**config.mk**
```make
export PLATFORM = sky130hd
export DESIGN_NAME = irf_flags
export DESIGN_NICKNAME = d
export VERILOG_FILES = /design/src/verilog/irf_pkg.sv /design/src/verilog/irf_flags.sv
export VERILOG_INCLUDE_DIRS = /design/src /design/src/verilog
export SDC_FILE = /design/constraint.sdc
export NUM_CORES = 1
export LEC_CHECK = 0
export BUFFER_PORTS_ARGS = -buffer_cell sky130_fd_sc_hd__buf_4
export CORE_ASPECT_RATIO = 1.2
export CORE_MARGIN = 2
export CORE_UTILIZATION = 47
export CTS_CLUSTER_DIAMETER = 50
export DETAILED_ROUTE_END_ITERATION = 12
export PLACE_DENSITY_LB_ADDON = 0.25
export RECOVER_POWER = 100
export SKIP_CTS_REPAIR_TIMING = 1
export SLEW_MARGIN = 0
export SYNTH_ARGS = -nofsm -noshare
export SYNTH_HDL_FRONTEND = slang
export SYNTH_SLANG_ARGS = --single-unit
```
**constraint.sdc**
```tcl
create_clock -name clock -period 3.23 [get_ports clock]
set_input_delay 0 -clock clock [delete_from_list [all_inputs] [get_ports clock]]
set_output_delay 0 -clock clock [all_outputs]
set_load 0.05 [all_outputs]
```
**src/verilog/irf_consts.svh**
```systemverilog
`ifndef IRF_CONSTS_SVH
`define IRF_CONSTS_SVH

// Data path width of results and compare operands.
`define IRF_DATA_W 16
// Width of the fault code and error step words.
`define IRF_WORD_W 16
// Reset value of every flag.
`define IRF_FLAG_RST 1'h0
// Reset value of the fault code and error step words.
`define IRF_WORD_RST 16'h0000

`endif

```
**src/verilog/irf_pkg.sv**
```systemverilog
package irf_pkg;

	// Result condition flags of the most recent operation.
	typedef struct packed {
		logic op_error;
		logic zero;
		logic carry;
		logic overflow;
	} irf_result_flags_t;

	// Relation flags set by a compare instruction.
	typedef struct packed {
		logic rel_less;
		logic rel_less_or_equal;
		logic rel_equal;
		logic rel_greater;
		logic rel_greater_or_equal;
		logic rel_not_equal;
	} irf_rel_flags_t;

	// Whole state of the flag unit.
	typedef struct packed {
		logic [1:0]        rst_sync;
		irf_result_flags_t res;
		logic              op_error_latch;
		logic              all_outputs_off;
		irf_rel_flags_t    rel;
		logic [15:0]       fault_code;
		logic [15:0]       error_step;
	} irf_state_t;

endpackage

```
**src/verilog/irf_flags.sv**
```systemverilog
// How it works
// RL1 - Operation error flag set when the executed instruction reports an error.
// RL2 - Zero flag high when the result is zero, low otherwise.
// RL3 - Carry flag set when the operation carries out of the width.
// RL4 - Latched error flag sets on any error and stays set until latch_clear.
// RL5 - Overflow flag set when the result exceeds its range.
// RL6 - Compare sets six relation flags from the two operands.
// RL7 - Fault report instruction stores its 16-bit code.
// RL8 - Program step of an error is stored in a 16-bit word.
// RL9 - Output-disabling instruction sets the all-outputs-off flag.
// RL10 - Non-sticky flags follow only the latest operation.
`timescale 1ns/1ps
`include "irf_consts.svh"

module irf_flags #(
	parameter int DATA_W = `IRF_DATA_W
) (
	input  wire logic                      clock,
	input  wire logic                      rst_b,
	input  wire logic                      op_done,
	input  wire logic [DATA_W-1:0]         op_result,
	input  wire logic                      op_error_in,
	input  wire logic                      op_carry_in,
	input  wire logic                      op_overflow_in,
	input  wire logic                      compare_instruction,
	input  wire logic                      compare_signed,
	input  wire logic [DATA_W-1:0]         cmp_src1,
	input  wire logic [DATA_W-1:0]         cmp_src2,
	input  wire logic                      user_fault_report_instruction,
	input  wire logic [15:0]               fault_code_in,
	input  wire logic [15:0]               step_number,
	input  wire logic                      outputs_off_instruction,
	input  wire logic                      outputs_on_instruction,
	input  wire logic                      latch_clear,
	output logic                           flag_op_error,
	output logic                           flag_zero,
	output logic                           flag_carry,
	output logic                           flag_overflow,
	output logic                           flag_op_error_latch,
	output logic                           flag_all_outputs_off,
	output irf_pkg::irf_rel_flags_t        rel_flags,
	output logic [15:0]                    fault_code,
	output logic [15:0]                    error_step
);

	// The whole state of the unit lives in one packed struct.
	// The reset synchroniser stages are part of that struct as well.
	irf_pkg::irf_state_t        state_q;
	irf_pkg::irf_state_t        state_d;

	// Helper values computed from the inputs of the current cycle.
	irf_pkg::irf_result_flags_t res_next;
	irf_pkg::irf_rel_flags_t    rel_next;
	logic                       rst_int_b;
	logic                       lt;
	logic                       eq;
	logic                       result_is_zero;
	logic                       error_event;
	logic                       latch_next;
	logic                       off_next;

	// The internal reset is the second synchroniser stage.
	// It stays low for two edges after the raw reset is released.
	assign rst_int_b = state_q.rst_sync[1];

	// Zero test of the result word, kept apart so the flag logic stays readable.
	assign result_is_zero = (op_result == '0); // RL2

	// An error counts only when the engine marks the operation as executed.
	// Error lines that wiggle between operations are ignored.
	assign error_event = op_done & op_error_in; // RL1

	// Less-than and equal decide all six relations.
	// The engine chooses a signed or an unsigned view of the operands.
	always_comb
	begin
		eq = (cmp_src1 == cmp_src2);
		if (compare_signed)
		begin
			lt = ($signed(cmp_src1) < $signed(cmp_src2));
		end
		else
		begin
			lt = (cmp_src1 < cmp_src2);
		end
	end

	// All six relation bits come from less-than and equal alone.
	// Deriving them this way means two of them can never contradict each other.
	always_comb
	begin
		rel_next.rel_less             = lt; // RL6
		rel_next.rel_less_or_equal    = lt | eq; // RL6
		rel_next.rel_equal            = eq; // RL6
		rel_next.rel_greater          = ~(lt | eq); // RL6
		rel_next.rel_greater_or_equal = ~lt; // RL6
		rel_next.rel_not_equal        = ~eq; // RL6
	end

	// Result flags of the operation in hand.
	// Each one is cleared when its condition is absent, so none lingers.
	always_comb
	begin
		res_next.op_error = op_error_in; // RL1 RL10
		res_next.zero     = result_is_zero; // RL2 RL10
		res_next.carry    = op_carry_in; // RL3 RL10
		res_next.overflow = op_overflow_in; // RL5 RL10
	end

	// Latched error flag.
	// The set wins over the clear, so an error in the clear cycle is never lost.
	always_comb
	begin
		latch_next = state_q.op_error_latch;
		if (latch_clear)
		begin
			latch_next = `IRF_FLAG_RST;
		end
		if (error_event)
		begin
			latch_next = 1'h1; // RL4
		end
	end

	// All-outputs-off flag.
	// The off instruction wins over an on instruction in the same cycle, the safe choice.
	always_comb
	begin
		off_next = state_q.all_outputs_off;
		if (outputs_on_instruction)
		begin
			off_next = `IRF_FLAG_RST;
		end
		if (outputs_off_instruction)
		begin
			off_next = 1'h1; // RL9
		end
	end

	// Next state of every flag and word.
	// Words and relation bits hold until their own strobe comes again.
	always_comb
	begin
		state_d                 = state_q;
		state_d.rst_sync        = {state_q.rst_sync[0], 1'h1};
		state_d.op_error_latch  = latch_next; // RL4
		state_d.all_outputs_off = off_next; // RL9
		if (op_done)
		begin
			state_d.res = res_next; // RL10
		end
		if (error_event)
		begin
			state_d.error_step = step_number; // RL8
		end
		if (compare_instruction)
		begin
			state_d.rel = rel_next; // RL6
		end
		if (user_fault_report_instruction)
		begin
			state_d.fault_code = fault_code_in; // RL7
		end
	end

	// One register process for the whole state.
	// The raw reset clears everything at once; the synchronised copy then holds
	// the flags at their reset values until two edges after release, so a
	// release close to an edge can never leave half of the flags updated.
	always_ff @(posedge clock or negedge rst_b)
	begin
		if (!rst_b)
		begin
			state_q.rst_sync        <= 2'h0;
			state_q.res             <= '0;
			state_q.op_error_latch  <= `IRF_FLAG_RST;
			state_q.all_outputs_off <= `IRF_FLAG_RST;
			state_q.rel             <= '0;
			state_q.fault_code      <= `IRF_WORD_RST;
			state_q.error_step      <= `IRF_WORD_RST;
		end
		else if (!rst_int_b)
		begin
			state_q.rst_sync        <= state_d.rst_sync;
			state_q.res             <= '0;
			state_q.op_error_latch  <= `IRF_FLAG_RST;
			state_q.all_outputs_off <= `IRF_FLAG_RST;
			state_q.rel             <= '0;
			state_q.fault_code      <= `IRF_WORD_RST;
			state_q.error_step      <= `IRF_WORD_RST;
		end
		else
		begin
			state_q <= state_d;
		end
	end

	// Result condition flags come straight from the state flip-flops.
	assign flag_op_error        = state_q.res.op_error;
	assign flag_zero            = state_q.res.zero;
	assign flag_carry           = state_q.res.carry;
	assign flag_overflow        = state_q.res.overflow;

	// Latched error and the all-outputs-off indication.
	assign flag_op_error_latch  = state_q.op_error_latch;
	assign flag_all_outputs_off = state_q.all_outputs_off;

	// Relation bits of the last compare.
	assign rel_flags            = state_q.rel;

	// Stored words; they keep their value until the next capturing strobe.
	assign fault_code           = state_q.fault_code;
	assign error_step           = state_q.error_step;

endmodule

```
### Word level (Yosys, flattened, before mapping)

Index checks and enable logic that the tools add are counted.

| operators by class | value |
|---|---|
| bitwise operators | 5 |
| eq/ne operators | 7 |
| multiplexer cells | 10 |
| reduce and logical (&&, ||, !) cells | 1 |
| order comparisons | 2 |

Operators with widths:

| kind | count |
|---|---|
| two-way mux 44 bit | 1 |
| less-than comparator 16 bit | 2 |
| two-way mux 16 bit | 2 |
| equality test 16 bit | 1 |
| logical NOT 16 bit | 1 |
| two-way mux 6 bit | 1 |
| != test 2 bit (second input constant) | 3 |
| two-way mux 1 bit | 5 |
| two-way mux 4 bit | 1 |
| != test 3 x 2 -> 1 bit (second input constant) | 1 |
| != test 3 bit (second input constant) | 1 |
| inverter 1 bit | 3 |
| != test 2 x 1 -> 1 bit (second input constant) | 1 |
| bitwise AND 1 bit | 1 |
| bitwise OR 1 bit | 1 |

| storage, ports and cells | value |
|---|---|
| output and inout port bits | 44 |
| input port bits | 92 |
| flip-flop bits (word level) | 46 |
| logic and storage cells | 40 |

### Depth between registers and ports, before layout

| logic depth | value |
|---|---|
| depth in word-level cells | 6 |
| gate-level depth with buffers | 7 |
| depth with buffers taken out | 7 |

### Least setup slack after synthesis

No wires, ideal clock.

| path | value |
|---|---|
| kind | input-to-reg |
| start point | input cmp_src2[1] |
| end point | register state_q (netlist bit rel_flags[5]) |
| data required time | 3,091 ps |
| cell stages on the path | 7 |
| arrival time | 1,200 ps |
| library setup time | 139 ps |
| path buffers | 0 |
| slack | 1,891 ps |
| cell sequence | inv_1 ha_1 nor2b_4 o211a_1 o21a_1 o31ai_1 a31oi_1 |

| on the way | value |
|---|---|
| word-level cells in the longest chain between the ends | 4 |
| elaborated cells between the ends (all ways) | 5 |
| classes of those cells | order compare: 2; mux: 3 |

Ends and longest elaborated chain:

| element | RTL line | text |
|---|---|---|
| from (decl) | irf_flags.sv:28 | `input wire logic [DATA_W-1:0] cmp_src2,` |
| less-than comparator 16 bit (on tied branches) | irf_flags.sv:84, irf_flags.sv:80 |  |
| two-way mux 1 bit (*) | irf_flags.sv:78 | `if (compare_signed)` |
| two-way mux 6 bit (*) | irf_flags.sv:156 | `if (compare_instruction)` |
| two-way mux 44 bit (*) | irf_flags.sv:182 | `else if (!rst_int_b)` |
| to (signal assigned) | irf_flags.sv:194 | `state_q <= state_d;` |
| to (decl) | irf_flags.sv:48 | `irf_pkg::irf_state_t state_q;` |

Mark *: on every way between the ends. The rest lies on a longest branch, timed or not. The select of a mux whose other input is x is not followed.
A chain may end at the register's enable or synchronous reset.

### Final worst setup path

| path | value |
|---|---|
| start point | register state_q (netlist bit rst_int_b) |
| end point | register, netlist name error_step[10] |

| on the way | value |
|---|---|
| word-level cells in the longest chain between the ends | 1 |
| elaborated cells between the ends (all ways) | 2 |
| classes of those cells | eq/ne: 1; mux: 1 |

Ends and longest elaborated chain:

| element |
|---|
| != test 2 x 1 -> 1 bit (no source line) or two-way mux 44 bit (tied branches) |

Several ways; a longest one is shown, not always the timed one.

==> results.cfg <==
[outcome]
run_status = finished with violations
failed_checks = hold timing, capacitance limit, slew limit

[synthesis]
dominantRegCellSynth = dfrtp_1
netlist-cell-type-count = 32
synth.largest_area_cell = dfrtp_1
synth-edff-count = 0
yosys_register_bits = 46
netlist.area_leader.share = 0.4936
synthCells = 211
synth.yosys.seq_area_share = 0.4936
leading_post_synthesis_cells_by_cell_area = dfrtp_1 49%, ha_1 8.6%, mux2i_1 8.2%
synth.net_count = 319
postSynthAreaPerCell_um2 = 11.05
synth_warnings = 0
async_reset_ff_frac = 1.000
synth.cell_area_um2 = 2332

[placement]
place.detailed.instances = 397
port-buffer-count = 135
dp_area_um2 = 3383
post-dp-hpwl_mm = 4.502
gp_congestion = 0.8113

[grt]
antenna_violations_before_repair = 0
use_met3 = 0.06233
maximum_number_of_pins_on_one_net_before_global_route_repair = 47
first_global_vias = 2077
track_usage = 0.2064
overflow = 0
met1_routing_resource_usage_after_global_routing = 0.2068
grtUsageMet2 = 0.3864
global_route.peak_usage_layer = met2
grt_first_pass_wirelength_mm = 8.611

[route]
avgViaCountPerCell = 5.148
drt-initial-drc-count = 131
detail_route.wirelength_mm = 6.347
routed-via-count = 2224
ant_nets = 0
drcViolationCount = 0
wl_per_cell_um = 14.69
detailed_routing_iterations_pass_1 = 4

[worst_setup_path]
maximum_fanout_encountered_on_the_critical_timing_path = 16
crit_start = rst_int_b
timing.critical_path.cells = a21boi_0 -> a22o_1
critical_path_arrival_ns = 2.31
setup.reg_to_reg.worst_slack_ns = 1.15
crit_required_ns = 3.46
maximum_cell_stage_delay_along_the_critical_path_ns = 1.31
cp-end-kind = flop
worst-path-buf-inv = 0
crit_family = compound AO/OA/AOI/OAI gates
critical-path-slowest-cell = a21boi_0
timing_worst_setup_path_type = flop to flop
regToRegStartpoint = rst_int_b
critical_path.startpoint_type = flop

[cells_and_area]
drive_above_1_share = 0.2849
insertedDiodeCount = 0
fin_area_um2 = 3590
area_growth_pct = 53.92
post_layout_nonfiller_instances = 432
nNetsFinal = 479

[worst_hold_path]
worst_hold_path_type = input pin to flop
min_from = fault_code_in[6]

[power]
power.density_cell_area_nw_per_um2 = 395.4
report.power.total_mw = 1.419
power.static_leakage_nw = 1.839
maximum_vdd_drop_uv = 190.8

[sta]
rsz0062_at_grt = false
layout_min_cycle_time_ns = 2.081
hold_slack_ns = -0.02234
timing.final.hold_violations = 9
setup-violations-final = 0
timing.setup.tns_ns = 0
slew-limit-headroom = -0.1556
final-max-slew-violation-count = 17
fmax_ghz = 0.4806
setup_skew_ns = 0.009934
finalCritPeriodShare = 0.6441
tightest_slew_ns = 1.718

[die]
floorplan.initialDensity = 0.4789
placementRows = 28
die_width_um = 68.31
core-area_um2 = 4870
die_height_um = 81.17
io_pins = 136
die_area_um2 = 5544

[clocking]
clock_sink_count = 46
cts_max_level = 2
buffer_levels_on_the_longest_clock_path = 2
ctsRootBufferMaster = clkbuf_8
register_clock_pin_slew_on_the_reported_worst_setup_and_hold_paths_ns = 0.09
worst_skew_pair.late_latency_ns = 0.30
cts_buffers = 5
clock_tree_from_tritoncts = yes

[flow_run]
maxCapViolCount = 1
## final timing paths
kind,end,cells past startpoint
setup / recovery,error_step[10],2
hold / removal,fault_code[6],3
setup reg to reg,error_step[10],2
hold reg to reg,rst_int_b,0
max in group asynchronous,fault_code[11],2
min in group asynchronous,error_step[3],2
## Yosys cell counts, types with 2 or more instances
cell type and instances:
nor4_1 4, nand4_1 5, clkbuf_1 4, nand2_1 9
a21oi_1 9, mux2i_1 19, dfrtp_1 46, o21ai_0 7
nor4_2 2, ha_1 16, a21o_1 2, nor2b_1 23
inv_1 18, a31oi_1 3, o21a_1 2, a22o_1 16
nand2b_1 2, nor2_1 3, o31ai_1 3, buf_2 6
## metrics by stage
stage,utilization,setup slack (ns),hold WS (ns)
floorplan,-,1.891,-0.2956
global placement,0.6948,1.713,0.03312
detailed placement,0.6948,1.672,0.03285
CTS,0.7171,1.912,-0.2924
global route,0.7372,0.9037,0.004561
finish,0.7372,1.149,-0.02234
## layout by cell type, fill, tap and decap left out, types with 3 or more instances in the layout
cell and count:
a21oi_1 9, a22o_1 16, a31oi_1 3, buf_4 91, clkbuf_1 45, clkbuf_8 5, dfrtp_1 46, dlygate4sd3_1 27
ha_1 16, inv_1 18, mux2i_1 19, nand2_1 9, nand4_1 5, nor2_1 3, nor2b_1 23, nor4_1 4
o21ai_0 7, o31ai_1 3
## metal layers
layer | vias to the layer above | wire length [um]
li1 | 1054 | -
met1 | 1066 | 2152
met2 | 94 | 3544
met3 | 10 | 538
met4 | 0 | 112
met5 | - | 0
## worst register-to-register path: cells and delay by family (launching register included)
family         cells  cell delay, ns
AO/OA/AOI/OAI      2            1.66
flip-flops         1            0.36
## registers in the layout, indices dropped and copies added (netlist names)
signal / cells
error_step: 16
fault_code: 16
flag_all_outputs_off: 1
flag_carry: 1
flag_op_error: 1
flag_op_error_latch: 1
flag_overflow: 1
flag_zero: 1
rel_flags: 6
rst_int_b: 1
state_d: 1
## cell type report
type	instances	area [um2]
fillers	393	1280
repair buffers	163	1122
multi-input cells	137	1065
clock buffers	5	68.82
inverters	18	67.56
clock inverters	3	40.04
well taps	60	75.07
flip-flops and latches	46	1151
## power breakdown
| part | total [mW] | leakage (nW) | internal [mW] | switching, mW |
|---|---|---|---|---|
| clock | 0.414 | 0.0579 | 0.228 | 0.186 |
| combinational | 0.383 | 1.17 | 0.160 | 0.223 |
| sequential | 0.622 | 0.612 | 0.606 | 0.0164 |
## cells by family (layout without fill, tap and decap cells)
family / Yosys count / count (layout) / share of synthesized area
simple gates: 55 / 55 / 0.1481
compound gates: 46 / 46 / 0.1411
flops: 46 / 46 / 0.4936
buf+inv: 28 / 189 / 0.04828
mux: 19 / 19 / 0.08154
fa+ha+maj: 16 / 16 / 0.08584
other cells: 1 / 1 / 0.001608
Note: power is estimated with default switching activity, not from simulation.
